<file path="src/shared/ciacu_pkg.sv">
package ciacu_pkg;

	// ==========================================
	// Register map (byte addresses)
	localparam int         ADDR_W    = 8;
	localparam logic [7:0] OFS_CMD   = 8'h00;
	localparam logic [7:0] OFS_FLAGS = 8'h04;
	localparam logic [7:0] OFS_PC    = 8'h08;
	localparam logic [7:0] OFS_SP    = 8'h0c;
	localparam logic [7:0] OFS_STAT  = 8'h10;
	localparam logic [7:0] OFS_GPR   = 8'h20;

	// ==========================================
	// Command word bits
	localparam int CMD_EI  = 0;
	localparam int CMD_DI  = 1;
	localparam int CMD_SIM = 2;
	localparam int CMD_RIM = 3;

	// ==========================================
	// Mask image layouts
	localparam int SIM_SOD  = 7;
	localparam int SIM_SOE  = 6;
	localparam int SIM_R75  = 4;
	localparam int SIM_MSE  = 3;
	localparam int RIM_SID  = 7;
	localparam int RIM_IE   = 3;
	localparam int MASK_A   = 0;
	localparam int MASK_B   = 1;
	localparam int MASK_C   = 2;

	// ==========================================
	// Status word bits
	localparam int STAT_IE   = 3;
	localparam int STAT_RCP  = 4;
	localparam int STAT_NMI  = 5;
	localparam int STAT_HOLD = 6;
	localparam int STAT_BUSY = 7;
	localparam int STAT_SOD  = 8;

	// ==========================================
	// Register codes, reset values, vectors
	localparam logic [2:0]  CODE_M     = 3'h6;
	localparam logic [2:0]  CODE_A     = 3'h7;
	localparam logic [7:0]  FLAGS_USED = 8'hd5;
	localparam logic [2:0]  MASK_RST   = 3'h7;
	localparam logic [15:0] PC_RST     = 16'h0000;
	localparam logic [15:0] SP_RST     = 16'h0000;
	localparam logic [15:0] VEC_NMI    = 16'h0024;
	localparam logic [15:0] VEC_RC     = 16'h003c;
	localparam logic [15:0] VEC_RB     = 16'h0034;
	localparam logic [15:0] VEC_RA     = 16'h002c;
	localparam logic [15:0] RST_SPACE  = 16'h0008;

	// ==========================================
	// Timing
	localparam int OSC_DIV = 2;
	localparam int SYNC_W  = 15;

	typedef enum logic [2:0] {SRC_NONE, SRC_NMI, SRC_RC, SRC_RB, SRC_RA, SRC_GEN} ciacu_src_e;
	typedef enum logic [2:0] {SQ_IDLE, SQ_ACK1, SQ_ACK2, SQ_ACK3, SQ_PSH1, SQ_PSH2, SQ_PSH3} ciacu_seq_e;

endpackage : ciacu_pkg

</file>
<file path="src/shared/ciacu_pin_if.sv">
`timescale 1ns/10ps
interface ciacu_pin_if;
	logic       tick;
	logic       nmi;
	logic       rc;
	logic       rb;
	logic       ra;
	logic       gen;
	logic       sin;
	logic       hold;
	logic [7:0] ad;

	modport div  (output tick);
	modport src  (output nmi, rc, rb, ra, gen, sin, hold, ad);
	modport core (input tick, nmi, rc, rb, ra, gen, sin, hold, ad);
endinterface : ciacu_pin_if

</file>
<file path="src/hdl/ciacu_sync.sv">
`timescale 1ns/10ps
module ciacu_sync (
	// Clock and reset
	input  wire logic                       clk_i,
	input  wire logic                       resetn_i,
	// Raw pins and synchronised view
	input  wire logic [ciacu_pkg::SYNC_W-1:0] pins_i,
	ciacu_pin_if.src                        pif
);
	import ciacu_pkg::*;

	logic [SYNC_W-1:0] s1_r;
	logic [SYNC_W-1:0] s2_r;
	logic [SYNC_W-1:0] s3_r;
	logic [SYNC_W-1:0] stable_r;

	always_ff @(posedge clk_i) begin
		if (!resetn_i) begin
			s1_r <= '0;
			s2_r <= '0;
			s3_r <= '0;
		end else begin
			s1_r <= pins_i;
			s2_r <= s1_r;
			s3_r <= s2_r;
		end
	end

	// A change counts only once two late stages agree
	for (genvar i = 0; i < SYNC_W; i++) begin : g_bit
		always_ff @(posedge clk_i) begin
			if (!resetn_i)
				stable_r[i] <= 1'b0;
			else if (s2_r[i] == s3_r[i])
				stable_r[i] <= s3_r[i];
		end
	end

	assign {pif.ad, pif.hold, pif.sin, pif.gen, pif.ra, pif.rb, pif.rc, pif.nmi} = stable_r;

endmodule : ciacu_sync

</file>
<file path="src/hdl/ciacu_clkdiv.sv">
`timescale 1ns/10ps
module ciacu_clkdiv (
	// Clock and reset
	input  wire logic clk_i,
	input  wire logic resetn_i,
	// Processor state enable
	ciacu_pin_if.div  pif
);
	import ciacu_pkg::*;

	logic [1:0] cnt_r;

	// Only the sequencer steps and the request take wait for this enable; other flops load on any clock edge
	always_ff @(posedge clk_i) begin
		if (!resetn_i)
			cnt_r <= 2'h0;
		else if (cnt_r == 2'(OSC_DIV - 1))
			cnt_r <= 2'h0;
		else
			cnt_r <= cnt_r + 2'h1;
	end

	assign pif.tick = (cnt_r == 2'(OSC_DIV - 1));

endmodule : ciacu_clkdiv

</file>
<file path="src/hdl/ciacu_top.sv">
// Summary of operation
// - Five request inputs: general, restarts a, b, c, and non-maskable.
// - General request fetches an external restart opcode; target is 0..56 step 8.
// - Every restart pushes the program counter on the stack, then branches.
// - Restart a, b, c taken only with enable set and own mask clear.
// - Non-maskable request ignores the enable flag and every mask.
// - Restarts a, b are level sampled like general; c is rising edge.
// - Edge on c sets a pending flop; cleared by service, set-mask or reset.
// - The c pending flop sets even while c is masked.
// - Mask bits change only by set-mask or reset.
// - Priority: non-maskable, c, b, a, then general request.
// - Priority ignores which service routine is running.
// - Non-maskable needs a rising edge plus held level; rearms after going low.
// - Servicing any request clears the enable until an enable op.
// - Non-maskable saves prior enable; first read-mask returns it, later ones current.
// - Read-mask after other service reports current, disabled, enable state.
// - Read-mask captures the serial input; set-mask updates serial output latch.
// - Hold and all request inputs are synchronised before use.
// - Processor state rate is half the oscillator input rate.
// - Fully static: clock may stop in either level indefinitely.
// - First state drives low address and address strobe; later states carry data.
// - Register codes: B 000, C 001, D 010, E 011, H 100, L 101, memory 110, A 111.
// - Accumulator, five flags, six general registers, program counter, stack pointer.
// - Internal vectors: non-maskable 24h, c 3ch, b 34h, a 2ch.
`timescale 1ns/10ps
module ciacu_top (
	// Clock and reset
	input  wire logic                         SYS_CLK_I,
	input  wire logic                         RESETN_I,
	// APB slave
	input  wire logic                         PSEL_I,
	input  wire logic                         PENABLE_I,
	input  wire logic                         PWRITE_I,
	input  wire logic [ciacu_pkg::ADDR_W-1:0] PADDR_I,
	input  wire logic [31:0]                  PWDATA_I,
	output      logic [31:0]                  PRDATA_O,
	output      logic                         PREADY_O,
	output      logic                         PSLVERR_O,
	// Request pins
	input  wire logic                         NMI_REQ_I,
	input  wire logic                         RESTART_C_I,
	input  wire logic                         RESTART_B_I,
	input  wire logic                         RESTART_A_I,
	input  wire logic                         GENERAL_REQUEST_I,
	input  wire logic                         HOLD_REQ_I,
	// Serial bits
	input  wire logic                         SERIAL_IN_LINE_I,
	output      logic                         SERIAL_OUT_LINE_O,
	// Multiplexed bus
	input  wire logic [7:0]                   AD_I,
	output      logic [7:0]                   AD_O,
	output      logic                         AD_OE_O,
	output      logic [7:0]                   ADDR_HI_O,
	output      logic                         ALE_O,
	output      logic                         WR_N_O,
	output      logic                         IRQ_ACK_STROBE_N_O
);
	import ciacu_pkg::*;

	// ==========================================
	// Input synchronisers and state enable
	ciacu_pin_if pif ();

	ciacu_sync u_sync (
		.clk_i    (SYS_CLK_I),
		.resetn_i (RESETN_I),
		.pins_i   ({AD_I, HOLD_REQ_I, SERIAL_IN_LINE_I, GENERAL_REQUEST_I,
		            RESTART_A_I, RESTART_B_I, RESTART_C_I, NMI_REQ_I}),
		.pif      (pif)
	);

	ciacu_clkdiv u_div (
		.clk_i    (SYS_CLK_I),
		.resetn_i (RESETN_I),
		.pif      (pif)
	);

	// ==========================================
	// Declarations
	ciacu_seq_e  state_r;
	ciacu_src_e  src;
	logic        hi_r;
	logic        vec_ld_r;
	logic [15:0] vec_r;
	logic [15:0] pc_r;
	logic [15:0] sp_r;
	logic [15:0] bus_addr;
	logic [7:0]  acc_r;
	logic [7:0]  flags_r;
	logic [7:0]  gpr_r [6];
	logic [2:0]  mask_r;
	logic        ie_r;
	logic        saved_ie_r;
	logic        rim_saved_r;
	logic        sod_r;
	logic        nmi_prev_r;
	logic        nmi_lat_r;
	logic        rc_prev_r;
	logic        rc_pend_r;
	logic        err_r;
	logic [31:0] rdata_r;
	logic [31:0] rd_mux;
	logic        busy;
	logic        take;
	logic        setup;
	logic        wr_go;
	logic        pcsp_sel;
	logic        ei_go;
	logic        di_go;
	logic        sim_go;
	logic        rim_go;
	logic        rc_clr;
	logic        ie_img;

	// ==========================================
	// Address decode helpers
	function automatic logic is_gpr(input logic [ADDR_W-1:0] a);
		return (a[ADDR_W-1:5] == OFS_GPR[ADDR_W-1:5]) && (a[1:0] == 2'h0);
	endfunction : is_gpr

	function automatic logic [2:0] gpr_code(input logic [ADDR_W-1:0] a);
		return a[4:2];
	endfunction : gpr_code

	function automatic logic addr_bad(input logic [ADDR_W-1:0] a, input logic wr, input logic bsy);
		logic ok;
		ok = (a == OFS_CMD) || (a == OFS_FLAGS) || (a == OFS_PC) || (a == OFS_SP) || (a == OFS_STAT);
		ok = ok || (is_gpr(a) && (gpr_code(a) != CODE_M));
		// Stack and counter belong to the sequencer while it acknowledges or pushes
		if (wr && bsy && ((a == OFS_PC) || (a == OFS_SP)))
			ok = 1'b0;
		if (wr && (a == OFS_STAT))
			ok = 1'b0;
		return !ok;
	endfunction : addr_bad

	function automatic logic [15:0] fixed_vec(input ciacu_src_e s);
		unique case (s)
			SRC_NMI: return VEC_NMI;
			SRC_RC:  return VEC_RC;
			SRC_RB:  return VEC_RB;
			SRC_RA:  return VEC_RA;
			default: return PC_RST;
		endcase
	endfunction : fixed_vec

	// ==========================================
	// APB slave
	assign busy     = (state_r != SQ_IDLE);
	assign setup    = PSEL_I && !PENABLE_I;
	assign wr_go    = PSEL_I && PENABLE_I && PWRITE_I && !err_r;
	assign pcsp_sel = PSEL_I && ((PADDR_I == OFS_PC) || (PADDR_I == OFS_SP));
	assign PREADY_O = 1'b1;
	assign PSLVERR_O = PSEL_I && PENABLE_I && err_r;
	assign PRDATA_O = rdata_r;

	assign ei_go  = wr_go && (PADDR_I == OFS_CMD) && PWDATA_I[CMD_EI];
	assign di_go  = wr_go && (PADDR_I == OFS_CMD) && PWDATA_I[CMD_DI];
	assign sim_go = wr_go && (PADDR_I == OFS_CMD) && PWDATA_I[CMD_SIM];
	assign rim_go = wr_go && (PADDR_I == OFS_CMD) && PWDATA_I[CMD_RIM];

	always_comb begin
		rd_mux = 32'h0000_0000;
		if (PADDR_I == OFS_FLAGS)
			rd_mux[7:0] = flags_r & FLAGS_USED;
		else if (PADDR_I == OFS_PC)
			rd_mux[15:0] = pc_r;
		else if (PADDR_I == OFS_SP)
			rd_mux[15:0] = sp_r;
		else if (PADDR_I == OFS_STAT)
			rd_mux[STAT_SOD:0] = {sod_r, busy, pif.hold, nmi_lat_r, rc_pend_r, ie_r, mask_r};
		else if (is_gpr(PADDR_I) && (gpr_code(PADDR_I) == CODE_A))
			rd_mux[7:0] = acc_r;
		else if (is_gpr(PADDR_I) && (gpr_code(PADDR_I) != CODE_M))
			rd_mux[7:0] = gpr_r[gpr_code(PADDR_I)];
	end

	// Answer is sampled in setup so the access phase sees stable flops
	always_ff @(posedge SYS_CLK_I) begin
		if (!RESETN_I) begin
			err_r   <= 1'b0;
			rdata_r <= 32'h0000_0000;
		end else if (setup) begin
			err_r   <= addr_bad(PADDR_I, PWRITE_I, busy);
			rdata_r <= PWRITE_I ? 32'h0000_0000 : rd_mux;
		end
	end

	// ==========================================
	// Request capture
	always_ff @(posedge SYS_CLK_I) begin
		if (!RESETN_I) begin
			nmi_prev_r <= 1'b0;
			rc_prev_r  <= 1'b0;
		end else begin
			nmi_prev_r <= pif.nmi;
			rc_prev_r  <= pif.rc;
		end
	end

	// Edge arms the latch, the held level keeps the request alive
	always_ff @(posedge SYS_CLK_I) begin
		if (!RESETN_I)
			nmi_lat_r <= 1'b0;
		else if (pif.nmi && !nmi_prev_r)
			nmi_lat_r <= 1'b1;
		else if (take && (src == SRC_NMI))
			nmi_lat_r <= 1'b0;
	end

	assign rc_clr = (take && (src == SRC_RC)) || (sim_go && acc_r[SIM_R75]);

	always_ff @(posedge SYS_CLK_I) begin
		if (!RESETN_I)
			rc_pend_r <= 1'b0;
		else if (pif.rc && !rc_prev_r)
			rc_pend_r <= 1'b1;
		else if (rc_clr)
			rc_pend_r <= 1'b0;
	end

	// ==========================================
	// Priority resolution
	always_comb begin
		src = SRC_NONE;
		if (nmi_lat_r && pif.nmi)
			src = SRC_NMI;
		else if (ie_r && !mask_r[MASK_C] && rc_pend_r)
			src = SRC_RC;
		else if (ie_r && !mask_r[MASK_B] && pif.rb)
			src = SRC_RB;
		else if (ie_r && !mask_r[MASK_A] && pif.ra)
			src = SRC_RA;
		else if (ie_r && pif.gen)
			src = SRC_GEN;
	end

	// Held off while the master points at the counter or stack pointer
	assign take = (state_r == SQ_IDLE) && pif.tick && (src != SRC_NONE) && !pcsp_sel;

	// ==========================================
	// Enable flag and saved copy
	always_ff @(posedge SYS_CLK_I) begin
		if (!RESETN_I)
			ie_r <= 1'b0;
		else if (take)
			ie_r <= 1'b0;
		else if (di_go)
			ie_r <= 1'b0;
		else if (ei_go)
			ie_r <= 1'b1;
	end

	always_ff @(posedge SYS_CLK_I) begin
		if (!RESETN_I) begin
			saved_ie_r  <= 1'b0;
			rim_saved_r <= 1'b0;
		end else if (take && (src == SRC_NMI)) begin
			saved_ie_r  <= ie_r;
			rim_saved_r <= 1'b1;
		end else if (rim_go) begin
			rim_saved_r <= 1'b0;
		end
	end

	assign ie_img = rim_saved_r ? saved_ie_r : ie_r;

	// ==========================================
	// Mask and serial output
	always_ff @(posedge SYS_CLK_I) begin
		if (!RESETN_I)
			mask_r <= MASK_RST;
		else if (sim_go && acc_r[SIM_MSE])
			mask_r <= acc_r[MASK_C:MASK_A];
	end

	always_ff @(posedge SYS_CLK_I) begin
		if (!RESETN_I)
			sod_r <= 1'b0;
		else if (sim_go && acc_r[SIM_SOE])
			sod_r <= acc_r[SIM_SOD];
	end

	assign SERIAL_OUT_LINE_O = sod_r;

	// ==========================================
	// Accumulator, flags, general registers
	always_ff @(posedge SYS_CLK_I) begin
		if (!RESETN_I)
			acc_r <= 8'h00;
		else if (rim_go)
			acc_r <= {pif.sin, rc_pend_r, pif.rb, pif.ra, ie_img, mask_r};
		else if (wr_go && is_gpr(PADDR_I) && (gpr_code(PADDR_I) == CODE_A))
			acc_r <= PWDATA_I[7:0];
	end

	always_ff @(posedge SYS_CLK_I) begin
		if (!RESETN_I)
			flags_r <= 8'h00;
		else if (wr_go && (PADDR_I == OFS_FLAGS))
			flags_r <= PWDATA_I[7:0] & FLAGS_USED;
	end

	for (genvar g = 0; g < 6; g++) begin : g_gpr
		always_ff @(posedge SYS_CLK_I) begin
			if (!RESETN_I)
				gpr_r[g] <= 8'h00;
			else if (wr_go && is_gpr(PADDR_I) && (gpr_code(PADDR_I) == 3'(g)))
				gpr_r[g] <= PWDATA_I[7:0];
		end
	end

	// ==========================================
	// Restart sequencer
	always_ff @(posedge SYS_CLK_I) begin
		if (!RESETN_I) begin
			state_r <= SQ_IDLE;
			hi_r    <= 1'b0;
			vec_ld_r <= 1'b0;
			vec_r   <= PC_RST;
			pc_r    <= PC_RST;
			sp_r    <= SP_RST;
		end else begin
			unique case (state_r)
				SQ_IDLE: begin
					if (wr_go && (PADDR_I == OFS_PC))
						pc_r <= PWDATA_I[15:0];
					if (wr_go && (PADDR_I == OFS_SP))
						sp_r <= PWDATA_I[15:0];
					if (take) begin
						hi_r    <= 1'b1;
						vec_r   <= fixed_vec(src);
						state_r <= (src == SRC_GEN) ? SQ_ACK1 : SQ_PSH1;
					end
				end
				SQ_ACK1: begin
					if (pif.tick)
						state_r <= SQ_ACK2;
				end
				SQ_ACK2: begin
					if (pif.tick)
						state_r <= SQ_ACK3;
				end
				SQ_ACK3: begin
					if (pif.tick) begin
						vec_ld_r <= 1'b1;
						state_r  <= SQ_PSH1;
					end
				end
				SQ_PSH1: begin
					if (pif.tick) begin
						// Opcode byte needs the synchroniser's four clocks to arrive
						if (vec_ld_r) begin
							vec_r    <= 16'(pif.ad[5:3]) * RST_SPACE;
							vec_ld_r <= 1'b0;
						end
						state_r <= SQ_PSH2;
					end
				end
				SQ_PSH2: begin
					if (pif.tick)
						state_r <= SQ_PSH3;
				end
				SQ_PSH3: begin
					if (pif.tick) begin
						sp_r <= sp_r - 16'h0001;
						if (hi_r) begin
							hi_r    <= 1'b0;
							state_r <= SQ_PSH1;
						end else begin
							pc_r    <= vec_r;
							state_r <= SQ_IDLE;
						end
					end
				end
			endcase
		end
	end

	// ==========================================
	// Bus pins, one clock behind the state
	assign bus_addr = ((state_r == SQ_ACK1) || (state_r == SQ_ACK2) || (state_r == SQ_ACK3))
	                  ? pc_r : (sp_r - 16'h0001);

	always_ff @(posedge SYS_CLK_I) begin
		if (!RESETN_I) begin
			ALE_O              <= 1'b0;
			AD_O               <= 8'h00;
			AD_OE_O            <= 1'b0;
			ADDR_HI_O          <= 8'h00;
			WR_N_O             <= 1'b1;
			IRQ_ACK_STROBE_N_O <= 1'b1;
		end else begin
			ALE_O              <= (state_r == SQ_ACK1) || (state_r == SQ_PSH1);
			AD_OE_O            <= (state_r == SQ_ACK1) || (state_r >= SQ_PSH1);
			WR_N_O             <= !((state_r == SQ_PSH2) || (state_r == SQ_PSH3));
			IRQ_ACK_STROBE_N_O <= !((state_r == SQ_ACK2) || (state_r == SQ_ACK3));
			if ((state_r == SQ_ACK1) || (state_r == SQ_PSH1)) begin
				AD_O      <= bus_addr[7:0];
				ADDR_HI_O <= bus_addr[15:8];
			end else if (state_r >= SQ_PSH2) begin
				AD_O <= hi_r ? pc_r[15:8] : pc_r[7:0];
			end
		end
	end

endmodule : ciacu_top

</file>
<file path="config.mk">
export PLATFORM = sky130hd
export DESIGN_NAME = ciacu_top
export DESIGN_NICKNAME = d
export VERILOG_FILES = /design/src/shared/ciacu_pkg.sv /design/src/shared/ciacu_pin_if.sv /design/src/hdl/ciacu_sync.sv /design/src/hdl/ciacu_clkdiv.sv /design/src/hdl/ciacu_top.sv
export SDC_FILE = /design/constraint.sdc
export NUM_CORES = 1
export LEC_CHECK = 0
export BUFFER_PORTS_ARGS = -buffer_cell sky130_fd_sc_hd__buf_4
export CAP_MARGIN = 20
export CORE_MARGIN = 2
export CORE_UTILIZATION = 49
export CTS_CLUSTER_SIZE = 16
export DETAILED_ROUTE_END_ITERATION = 7
export HOLD_SLACK_MARGIN = 0.05
export PLACE_DENSITY = 0.69
export SLEW_MARGIN = 20
export SYNTH_ARGS = -nofsm -noshare
export SYNTH_HDL_FRONTEND = slang
export SYNTH_HIERARCHICAL = 1
export SYNTH_SLANG_ARGS = --single-unit
</file>
<file path="constraint.sdc">
create_clock -name SYS_CLK_I -period 3.1 [get_ports SYS_CLK_I]
set_clock_uncertainty 0.05 [all_clocks]
set_input_delay 0.155 -clock SYS_CLK_I [delete_from_list [all_inputs] [get_ports SYS_CLK_I]]
set_output_delay 0.155 -clock SYS_CLK_I [all_outputs]
set_load 0.005 [all_outputs]
</file>
Yosys cells after proc, flatten, opt, wreduce, memory -nomap -nowiden --
Memories as Yosys holds them, arrays and structs flattened. Index checks and enable logic that the tools add are counted.
Cells by class: bitwise gates (word level) 7, order comparisons 2, add/subtract/negate cells 2, equal/unequal tests 45, reductions and logical operators 92, muxes and demuxes 84
Operators by type and width (number):
- 16-bit 2-to-1 mux | 11
- 8-bit 2-to-1 mux | 16
- 16-bit case mux with 2 select lines | 3
- 1-bit logical AND | 46
- 3-bit 2-to-1 mux | 14
- 1-bit 2-to-1 mux | 34
- 3-bit == test, second input constant | 8
- 6-bit case mux with 4 select lines | 1
- 3-bit case mux with 7 select lines | 1
- 3-bit by 2-bit == test with 1-bit output, second input constant | 6
- 2-bit inequality test, second input constant | 9
- 8-bit by 4-bit == test with 1-bit output, second input constant | 2
- 2-bit nonzero test | 8
- 16-bit by 1-bit subtractor with 16-bit output, second input constant | 1
- 1-bit logical OR | 13
- 3-bit by 1-bit == test with 1-bit output, second input constant | 4
- 1-bit zero test | 11
- 1-bit == test | 10
- 9-bit 2-to-1 mux | 1
- 3-bit AND reduction | 3
- 8-bit by 3-bit == test with 1-bit output, second input constant | 1
- 8-bit by 5-bit == test with 1-bit output, second input constant | 1
- 8-bit zero test | 1
- 4-bit AND reduction | 2
- 15 further kinds | 25
Word-level totals: memories kept 1, input bits 60, bits in writable memories 48, register bits 181
Memory list:
- gpr_r | depth 6, width 8, read ports 1, clocked after Yosys merged registers in 0, write ports 6, RTL line ciacu_top.sv:90 | logic [7:0] gpr_r [6];

Depth between registers and ports, before layout --
Gate-level depths: netlist (run 1).
depth in word-level cells 14, mapped depth 9

Hierarchy --
Netlist (run 1), hierarchy kept.
Modules (own cells, without submodules):
- ciacu_top | area an instance 7714.9 µm², instances 1, cells an instance 844, seq. area each 3483.3 µm²
- ciacu_sync | area an instance 1761.7 µm², instances 1, cells an instance 156, seq. area each 1201.2 µm²
- ciacu_clkdiv | area an instance 81.3 µm², instances 1, cells an instance 6, seq. area each 40.0 µm²

Least setup slack after synthesis (run 1) --
OpenSTA, ideal clock, no wires.
path type register -> register, start point register sp_r[7], end point register sp_r[15], stages on the path, launching flop included 7, slack 0.872 ns, data arrival time 2.060 ns, path buffers 1, data required time 2.933 ns, period minus slack after synthesis 2.228 ns, setup time 0.117 ns, cells stage by stage dfxtp_1 > clkbuf_1 > or4_1 > or4_1 > nor3_2 > o21ai_2 > a32o_1
Between the ends: word-level cells in the longest chain between the ends 3
RTL lines:
- from (decl) | RTL line ciacu_top.sv:86 | logic [15:0] sp_r;
- from (signal assigned) | RTL line ciacu_top.sv:329 | sp_r <= PWDATA_I[15:0];
- from (signal assigned) | RTL line ciacu_top.sv:366 | sp_r <= sp_r - 16'h0001;
- 16-bit by 1-bit subtractor with 16-bit output | RTL line ciacu_top.sv:366
- 16-bit 2-to-1 mux | RTL line ciacu_top.sv:365 | if (pif.tick) begin
- 16-bit case mux with 2 select lines | RTL line ciacu_top.sv:324 | unique case (state_r)
Every way passes these cells. The select of a mux whose other input is x is not followed. A chain may end at the register's enable or synchronous reset.

Worst setup path after layout (run 1) --
start point register u_div.cnt_r[0], end point register pc_r[0]
Between the ends: word-level cells in the longest chain between the ends 3
RTL lines:
- from (decl) | RTL line ciacu_clkdiv.sv:11 | logic [1:0] cnt_r;
- from (signal assigned) | RTL line ciacu_clkdiv.sv:20 | cnt_r <= cnt_r + 2'h1;
- 2-bit by 1-bit == test with 1-bit output | RTL line ciacu_clkdiv.sv:23 | assign pif.tick = (cnt_r == 2'(OSC_DIV - 1));
- named net pif.tick | RTL line ciacu_pin_if.sv:3 | logic tick;
- 2-bit inequality test (no line)
- 4-bit AND reduction (no line)
- to (signal assigned) | RTL line ciacu_top.sv:327 | pc_r <= PWDATA_I[15:0];
- to (signal assigned) | RTL line ciacu_top.sv:371 | pc_r <= vec_r;
- to (decl) | RTL line ciacu_top.sv:85 | logic [15:0] pc_r;
The timed path passes the listed nets, and every way through them passes these cells.

==> results of run 1 <==
## cell type report
type                            instances  area (µm²)  area share
Sequential cell                       192        4320       0.411
Multi-Input combinational cell        684        4240       0.403
Clock inverter                         14         119      0.0113
Clock buffer                           18         439      0.0417
Timing Repair Buffer                  134        1070       0.102
Tap cell                              229         287      0.0272
Inverter                               11        41.3     0.00392
## registers in the layout (all words and copies together), names as in the netlist, 2 cells and up
signal,flops
vec_r,4
acc_r,8
state_r,3
u_sync/s3_r,10
mask_r,3
PRDATA_O,16
ADDR_HI_O,8
flags_r,5
u_sync/pif.ad,3
u_sync/s2_r,10
AD_O,8
pc_r,16
sp_r,16
gpr_r,48
u_div/cnt_r,2
u_sync/s1_r,10
## layout by cell type, fill, tap and decap left out, types with 15 or more instances in the layout
cell,n
dlygate4sd3_1,27
a21oi_1,51
nor3_1,15
edfxtp_1,48
o22ai_1,15
a221oi_1,17
dfxtp_1,144
nand2_1,102
and2_1,88
conb_1,17
nor2_1,59
o21ai_0,67
buf_4,107
nand3_1,25
clkbuf_16,17
## power groups by stage
stage	Clock, mW	Sequential (mW)	Combinational, mW
after global placement	0	2.67	0.268
after floorplan	0	2.67	0.180
final	2.09	2.62	0.301
after global routing	2.23	2.62	0.326
after detailed placement	0	2.67	0.270
after CTS	2.11	2.62	0.299
## critical path: cells and delay by family (launching register included)
kind / cells / cell delay [ns]
adder cells (fa/ha/maj): 1 / 0.49
AO/OA/AOI/OAI: 2 / 0.61
AND/OR/NAND/NOR: 3 / 0.91
flip-flops: 1 / 0.35
## final timing paths
check | from | end | slack, ns | cells past startpoint
setup / recovery | u_div/cnt_r[0] | pc_r[0] | 0.58 | 6
hold / removal | PENABLE_I | err_r | 0.08 | 3
setup reg to reg | u_div/cnt_r[0] | pc_r[0] | 0.58 | 6
hold reg to reg | u_sync/s1_r[6] | u_sync/s2_r[6] | 0.38 | 1
## stage by stage
stage	area [µm²]	setup slack (ns)
2_1_floorplan	9040	0.872
3_3_place_gp	9700	0.576
3_5_place_dp	9700	0.524
4_1_cts	10500	0.584
5_1_grt	10500	0.412
6_report	10500	0.581
## layer usage
metal	vias to the layer above	wire length [µm]
li1	3611	-
met2	263	10600
met4	0	353
met1	3553	11000
met5	-	0
met3	26	1730
==> summary.md, run 1 <==
| Metric | Value |
|---|---|
| Share of cells above drive strength 1 | 0.173 |
| Post-CTS sizing | 0 |
| Initial DRT Pass Iterations | 5 |
| Met3 usage | 0.0444 |
| Setup TNS | 0 ns |
| Dpl cells | 1,223 |
| Max Root-Sink Buffers | 2 |
| Crit-path cells | ha_1, nand2_1, nor4_1, a31o_2, nor2_1, a22o_1 |
| Max frequency | 397 MHz |
| Skew-Pair Late Insertion Delay | 0.43 ns |
| Final hold violations | 0 |
| Comb power frac | 0.060 |
| FP Rows | 49 |
| Global-route wire length before repair | 37.3 mm |
| I/O pin count | 115 |
| CTS Buf Count | 17 |
| Power Total | 5.01 mW |
| Clock group share of total power | 0.418 |
| Synth-to-layout area growth | 17.2% |
| Reg clk slew, reported paths | 0.07 ns |
| Mean post-synth cell area | 9.40 µm² |
| Hold WC Path Type | in2reg |
| Util after Layout | 0.586 |
| Non-filler cells, final | 1,282 |
| Total setup buffers inserted after CTS | 0 |
| TritonCTS Sinks | 192 |
| Post-Route WL | 23.7 mm |
| Leak Pwr | 3.96 nW |
| Slew @ Worst Pin | 0.877 ns |
| Final period utilization | 0.813 |
| Sw Share | 0.235 |
| M2 GR Usage | 0.365 |
| DRC errors left | 0 |
| Critical Path End Type | flop |
| Worst IR Drop VDD | 0.391 mV |
| Post-Synthesis Cells | 956 |
| Grt peak-use layer | met2 |
| Status | finished clean |
| All-Layer GR Usage | 0.243 |
| N_diodes | 0 |
| Worst path required time | 3.37 ns |
| Fill count | 1,581 |
| Max-cap violations | 0 |
| Int Pwr | 3.83 mW |
| Core area | 0.0180 mm² |
| Pwr Density | 476 mW/mm² |
| CP max-delay cell | ha_1 |
| Post-Synthesis Cell Area | 0.00898 mm² |
| Largest stage delay on the critical path | 0.49 ns |
| CTS Root Cell | clkbuf_16 |
| Relative slew slack | 0.415 |
| Met1 Track Usage GR | 0.359 |
| Die W | 139 µm |
| Critical Path Fanout Max | 13 |
| Nets@finish | 1,102 |
| Iter 0 DRT Violations | 782 |
| Largest net degree at the start of global routing | 101 |
| Htree depth | 4 |
| Die height | 139 µm |
| Initial antenna violation count | 0 |
| Via count | 7,453 |
| DR WL/cell | 18.5 µm |
| Slew Viols, Final | 0 |
| Critical path type | reg2reg |
| Overflow after GRT | 0 |
| RSZ-0062 raised after global routing | no |
| Critical path arrival | 2.79 ns |
| Hold bufs inserted after CTS | 27 |
| IO Port Bufs | 76 |
| Yosys warns | 6 |
| Global placer's final weighted congestion | 0.919 |
| CP Launch Type | flop |
| Smallest hold slack | 0.0771 ns |
| DIE AREA | 0.0194 mm² |
| Initial Utilization | 0.500 |
| Vias in the first global route | 6,910 |
| Reg power frac | 0.522 |
| Dpl hpwl | 16.7 mm |
| CTS tree | yes |
| Antenna viol nets, final | 0 |
| Sw Pwr | 1.18 mW |
| Final min period | 2.52 ns |
| Setup Viol. Count Final | 0 |
| Number of vias per cell | 5.81 |
Power figures use the tool's default switching activity.
==> inputs of run 2 (changes only) <==
- ABC_AREA: default -> 1
- clock period: 3.1 -> 2.4 ns (I/O delays scaled with it)
==> summary.md, run 2 <==
| Metric | Value |
|---|---|
| DRC errors left | 0 (unchanged) |
| Worst Hold Depth | 3 (unchanged) |
| Dpl cells | 1,464 (+20%) |
| Slew @ Worst Pin | 0.667 ns (-0.210 ns) |
| Crit path top cell by count | nand2_1 |
| Sw Share | 0.227 (-0.00854) |
| Critical Path End Type | flop |
| Synth-to-layout area growth | 17.3% |
| All-Layer GR Usage | 0.244 (+0.00119) |
| Via count | 8,099 (+8.7%) |
| CTS Root Cell | clkbuf_16 |
| CP Capture Point | err_r |
| Initial Utilization | 0.502 (+0.00233) |
| Post-Route WL | 23.7 mm (about the same) |
| Smallest hold slack | 0.0703 ns (-0.00673 ns) |
| IO Port Bufs | 76 (unchanged) |
| Antenna viol nets, final | 0 (unchanged) |
| Origin of the worst setup path | state_r[1] |
| FP Rows | 49 (unchanged) |
| Initial antenna violation count | 0 (unchanged) |
| Max-cap violations | 0 (unchanged) |
| DR WL/cell | 15.6 µm (-16%) |
| CP Launch Type | flop |
| TritonCTS Sinks | 192 (unchanged) |
| Leak Pwr | 4.73 nW (+19%) |
| Overflow after GRT | 0 (unchanged) |
| Number of vias per cell | 5.32 (-8.5%) |
| CP bufs+invs | 2 (+2) |
| Reg clk slew, reported paths | 0.07 ns (about the same) |
| Skew-Pair Late Insertion Delay | 0.43 ns (about the same) |
| Power Total | 6.74 mW (+35%) |
| Comb power frac | 0.061 (about the same) |
| R2R setup slack | 0.34 ns (-0.24 ns) |
| Mean post-synth cell area | 7.63 µm² (-19%) |
| RSZ-0062 raised after global routing | no |
| Final period utilization | 0.859 (+0.0458) |
| Worst IR Drop VDD | 0.516 mV (+32%) |
| Max frequency | 485 MHz (+22%) |
| Most common cell after layout, fill and taps aside | nand2_1 |
| Critical Path Fanout Max | 10 (-3) |
| RR Startpoint | state_r[1] |
| Total setup buffers inserted after CTS | 0 (unchanged) |
| Post-CTS sizing | 0 (unchanged) |
| CTS Buf Count | 17 (unchanged) |
| Crit-path cells | nor2_4, nand2_1, inv_2, o21ai_0, nand2_1, a31oi_1, dlygate4sd3_1 |
| Hold WC Path Type | in2reg |
| Final min period | 2.06 ns (-0.459 ns) |
| Critical path depth | 7 (+1) |
| Reg-to-reg endpoint | err_r |
| Worst path required time | 2.73 ns (-0.64 ns) |
| Max Root-Sink Buffers | 2 (unchanged) |
| Relative slew slack | 0.554 (+0.138) |
| Clock group share of total power | 0.438 (+0.020) |
| Dpl hpwl | 16.5 mm (-0.86%) |
| Fin area | 0.0106 mm² (+0.93%) |
| Iter 0 DRT Violations | 751 (-4.0%) |
| Global placer's final weighted congestion | 0.933 (+1.6%) |
| Htree depth | 4 (unchanged) |
| Non-filler cells, final | 1,522 (+19%) |
| Pwr Density | 634 mW/mm² (+33%) |
| R2r worst-path depth | 7 (+1) |
| Nets@finish | 1,344 (+22%) |
| Hold path start | RESETN_I |
| Util after Layout | 0.589 (+0.00342) |
| Int Pwr | 5.21 mW (+36%) |
| CP max-delay cell | dlygate4sd3_1 |
| Initial DRT Pass Iterations | 5 (unchanged) |
| Largest stage delay on the critical path | 0.56 ns (+0.07 ns) |
| Largest Register | gpr_r |
| CTS tree | yes |
| Sw Pwr | 1.53 mW (+30%) |
| Largest net degree at the start of global routing | 102 (+0.99%) |
| Final WS setup | 0.340 ns (-0.241 ns) |
| Status | finished clean |
| CP top delay family | buffers and inverters |
| Slew Viols, Final | 0 (unchanged) |
| Core area | 0.0180 mm² (+0.34%) |
| Share of cells above drive strength 1 | 0.152 (-0.0213) |
| Setup Viol. Count Final | 0 (unchanged) |
| Reg power frac | 0.501 (-0.021) |
| Hold bufs inserted after CTS | 28 (+3.7%) |
| Vias in the first global route | 7,360 (+6.5%) |
| I/O pin count | 115 (unchanged) |
| Global-route wire length before repair | 38.1 mm (+1.9%) |
| N_diodes | 0 (unchanged) |
| Setup TNS | 0 ns (unchanged) |
| DIE AREA | 0.0196 mm² (+0.78%) |
| Placed Area | 0.00974 mm² (+0.40%) |
| Commonest cells after routing, fill and taps aside | nand2_1 (257), nor2_1 (151), dfxtp_1 (144), inv_1 (114), a21oi_1 (109) |
| Yosys warns | 6 (unchanged) |
| Critical path type | reg2reg |
| Post-Synthesis Cell Area | 0.00905 mm² (+0.81%) |
| Final hold violations | 0 (unchanged) |
| Die W | 140 µm (+0.39%) |
| Critical path arrival | 2.39 ns (-0.40 ns) |
| Die height | 140 µm (+0.39%) |
| Number of flip-flops under the largest register name | 48 (unchanged) |
| Post-Synthesis Cells | 1,186 (+24%) |
| Setup slack after placement | 0.327 ns (-0.197 ns) |
==> run 2: worst min-delay path by stage <==
stage                     end  slack [ns]
4_1_cts              acc_r[0]        0.07
6_report             acc_r[1]        0.07
3_5_place_dp   u_sync/s1_r[2]        0.25
5_1_grt              acc_r[1]        0.09
2_1_floorplan  u_sync/s1_r[0]        0.17
3_3_place_gp   u_sync/s1_r[6]        0.25
==> run 2: metal layers <==
layer  GRT usage  vias to the layer above  wire [µm]
met3      0.0414                       36       1910
li1            -                     4012          -
met2       0.380                      329      10700
met1       0.349                     3722      10700
met4      0.0763                        0        420
met5           0                        -          0
==> run 2: layout make-up <==
type / count / area, µm²
well taps: 229 / 287
fillers: 1674 / 7400
flip-flops and latches: 192 / 4320
clock inverters: 11 / 153
multi-input cells: 808 / 3860
repair buffers: 128 / 1040
clock buffers: 19 / 454
inverters: 135 / 508
==> run 2: worst reg2reg max path, cell delays in order, from the launching register on <==
cell	delay, ns
dfxtp_1	0.55
nor2_4	0.08
nand2_1	0.12
inv_2	0.11
o21ai_0	0.32
nand2_1	0.09
a31oi_1	0.14
dlygate4sd3_1	0.56
==> run 2: power by group through the flow <==
stage / clock [mW] / combinational (mW) / sequential (mW)
6_report: 2.95 / 0.413 / 3.38
5_1_grt: 3.10 / 0.458 / 3.38
3_5_place_dp: 0 / 0.371 / 3.45
4_1_cts: 2.98 / 0.409 / 3.37
2_1_floorplan: 0 / 0.249 / 3.44
3_3_place_gp: 0 / 0.367 / 3.45
==> inputs of run 3 (changes only) <==
- CTS_BUF_LIST: default -> sky130_fd_sc_hd__clkbuf_8
==> summary.md, run 3 (synthesis gave the netlist of run 2 again) <==
| Metric | Value |
|---|---|
| Status | finished clean |
| Worst path required time | 2.75 ns (+0.02 ns) |
| Routed met1 length | 10.6 mm (-0.74%) |
| Dpl hpwl | 16.5 mm (unchanged) |
| RR Startpoint | state_r[1] |
| IO Port Bufs | 76 (unchanged) |
| Leak Pwr | 4.65 nW (-1.6%) |
| Slew @ Worst Pin | 0.636 ns (-0.0316 ns) |
| Die height | 140 µm (unchanged) |
| Relative slew slack | 0.575 (+0.0211) |
| Overflow after GRT | 0 (unchanged) |
| Critical path type | reg2reg |
| FP Rows | 49 (unchanged) |
| Max Root-Sink Buffers | 2 (unchanged) |
| CP max-delay cell | dfxtp_1 |
| Initial DRT Pass Iterations | 6 (+1) |
| Origin of the worst setup path | state_r[1] |
| Worst IR Drop VDD | 0.399 mV (-23%) |
| Vias in the first global route | 7,338 (-0.30%) |
| CTS Root Cell | clkbuf_8 |
| Setup TNS | 0 ns (unchanged) |
| Slew Viols, Final | 0 (unchanged) |
| Largest net degree at the start of global routing | 102 (unchanged) |
| N_diodes | 0 (unchanged) |
| DIE AREA | 0.0196 mm² (unchanged) |
| DRC errors left | 0 (unchanged) |
| I/O pin count | 115 (unchanged) |
| Post-Route WL | 23.5 mm (-0.99%) |
| R2R setup slack | 0.37 ns (+0.03 ns) |
| Smallest hold slack | 0.202 ns (+0.131 ns) |
| Number of vias per cell | 5.26 (-1.2%) |
| Commonest cells after routing, fill and taps aside | nand2_1 (257), nor2_1 (151), dfxtp_1 (144), inv_1 (115), a21oi_1 (109) |
| RSZ-0062 raised after global routing | no |
| Number of flip-flops under the largest register name | 48 (unchanged) |
| Pwr Density | 582 mW/mm² (-8.2%) |
| Reg-to-reg endpoint | pc_r[6] |
| Global placer's final weighted congestion | 0.933 (unchanged) |
| Nets@finish | 1,345 (+0.074%) |
| R2r worst-path depth | 8 (+1) |
| Util after Layout | 0.580 (-0.00979) |
| CTS Buf Count | 17 (unchanged) |
| Reg clk slew, reported paths | 0.10 ns (+0.03 ns) |
| Skew-Pair Late Insertion Delay | 0.48 ns (+0.05 ns) |
| Final period utilization | 0.847 (-0.0115) |
| Final hold violations | 0 (unchanged) |
| Htree depth | 4 (unchanged) |
| Met3 WL post-DR | 1.98 mm (+3.2%) |
| Fill count | 1,704 (+1.8%) |
| Hold WC Path Type | in2reg |
| Via count | 8,011 (-1.1%) |
| Die W | 140 µm (unchanged) |
| Global-route wire length before repair | 37.8 mm (-0.73%) |
| Synth-to-layout area growth | 15.4% |
| Most common cell after layout, fill and taps aside | nand2_1 |
| Critical path arrival | 2.38 ns (about the same) |
| Critical Path End Type | flop |
| Total setup buffers inserted after CTS | 0 (unchanged) |
| Core area | 0.0180 mm² (unchanged) |
| Max-cap violations | 0 (unchanged) |
| CP Launch Type | flop |
| Critical Path Fanout Max | 19 (+9) |
| Iter 0 DRT Violations | 926 (+23%) |
| Setup Viol. Count Final | 0 (unchanged) |
| Final min period | 2.03 ns (-0.0275 ns) |
| CP Capture Point | pc_r[6] |
| Top layer in use | met4 |
| TritonCTS Sinks | 192 (unchanged) |
| Largest Register | gpr_r |
| DR WL/cell | 15.4 µm (-1.1%) |
| WL met2 | 10.5 mm (-2.1%) |
| Largest stage delay on the critical path | 0.56 ns (about the same) |
| Crit path top cell by count | nand2_1 |
| Antenna viol nets, final | 0 (unchanged) |
| Initial Utilization | 0.502 (unchanged) |
| Crit-path cells | inv_2, nor3_2, buf_4, nand2_1, nand2_1, buf_4, nand2_1, a21oi_1 |
| Initial antenna violation count | 0 (unchanged) |
| Share of cells above drive strength 1 | 0.151 (about the same) |
| All-Layer GR Usage | 0.243 (-0.000951) |
| CTS tree | yes |
| Max frequency | 492 MHz (+1.4%) |
==> run 3: changes by cell type in the layout (fill, tap and decap cells not counted) <==
cell / change
clkbuf_8: +17
inv_1: +1
bufinv_16: +1
clkbuf_1: -1
clkbuf_16: -18
dlygate4sd3_1: +1
==> run 3: critical path: cells and delay by family, from the launching register on <==
family                 cells  cell delay (ns)
buffers and inverters      3             0.61
and+or+nand+nor            4             0.61
DFF                        1             0.56
AOI/OAI and AO/OA          1             0.14
==> run 3: final cells by class <==
type,instances,area [µm²],area share
Sequential cell,192,4320,0.414
Multi-Input combinational cell,808,3860,0.369
Timing Repair Buffer,129,1050,0.101
Inverter,135,508,0.0486
Tap cell,229,287,0.0274
Clock buffer,17,234,0.0224
Clock inverter,13,186,0.0178
==> run 3: worst min-delay path by stage <==
stage	cells past startpoint	slack [ns]	end	start
finish	4	0.20	ie_r	PADDR_I[3]
global route	4	0.21	ie_r	PADDR_I[3]
CTS	4	0.18	ie_r	PADDR_I[3]
detailed placement	3	0.25	u_sync/s1_r[2]	RESTART_B_I
global placement	3	0.25	u_sync/s1_r[6]	HOLD_REQ_I
floorplan	2	0.17	u_sync/s1_r[0]	NMI_REQ_I
==> run 3: through the flow <==
step           total power [mW]  instances  instance area [µm²]  worst slack [ns]
3_3_place_gp               3.81       1464                 9740             0.406
6_report                   6.08       1523                10400             0.367
5_1_grt                    6.28       1523                10400             0.205
4_1_cts                    6.11       1523                10400             0.395
2_1_floorplan              3.69       1201                 9110             0.357
3_5_place_dp               3.82       1464                 9740             0.327
==> run 3: repair_timing <==
item                      in CTS  in global routing
hold buffers                  29                  0
hold endpoints to repair      61                  0
resized for setup              0                  0
==> run 3: power breakdown <==
group	switching, mW	internal (mW)
Sequential	0.0193	3.35
Combinational	0.263	0.151
Clock	1.16	1.13
==> run 3: layer usage <==
| layer | vias to the layer above | global-route usage |
|---|---|---|
| met5 | - | 0 |
| met4 | 0 | 0.0795 |
| met3 | 32 | 0.0475 |
| li1 | 4020 | - |
| met2 | 304 | 0.374 |
| met1 | 3655 | 0.345 |
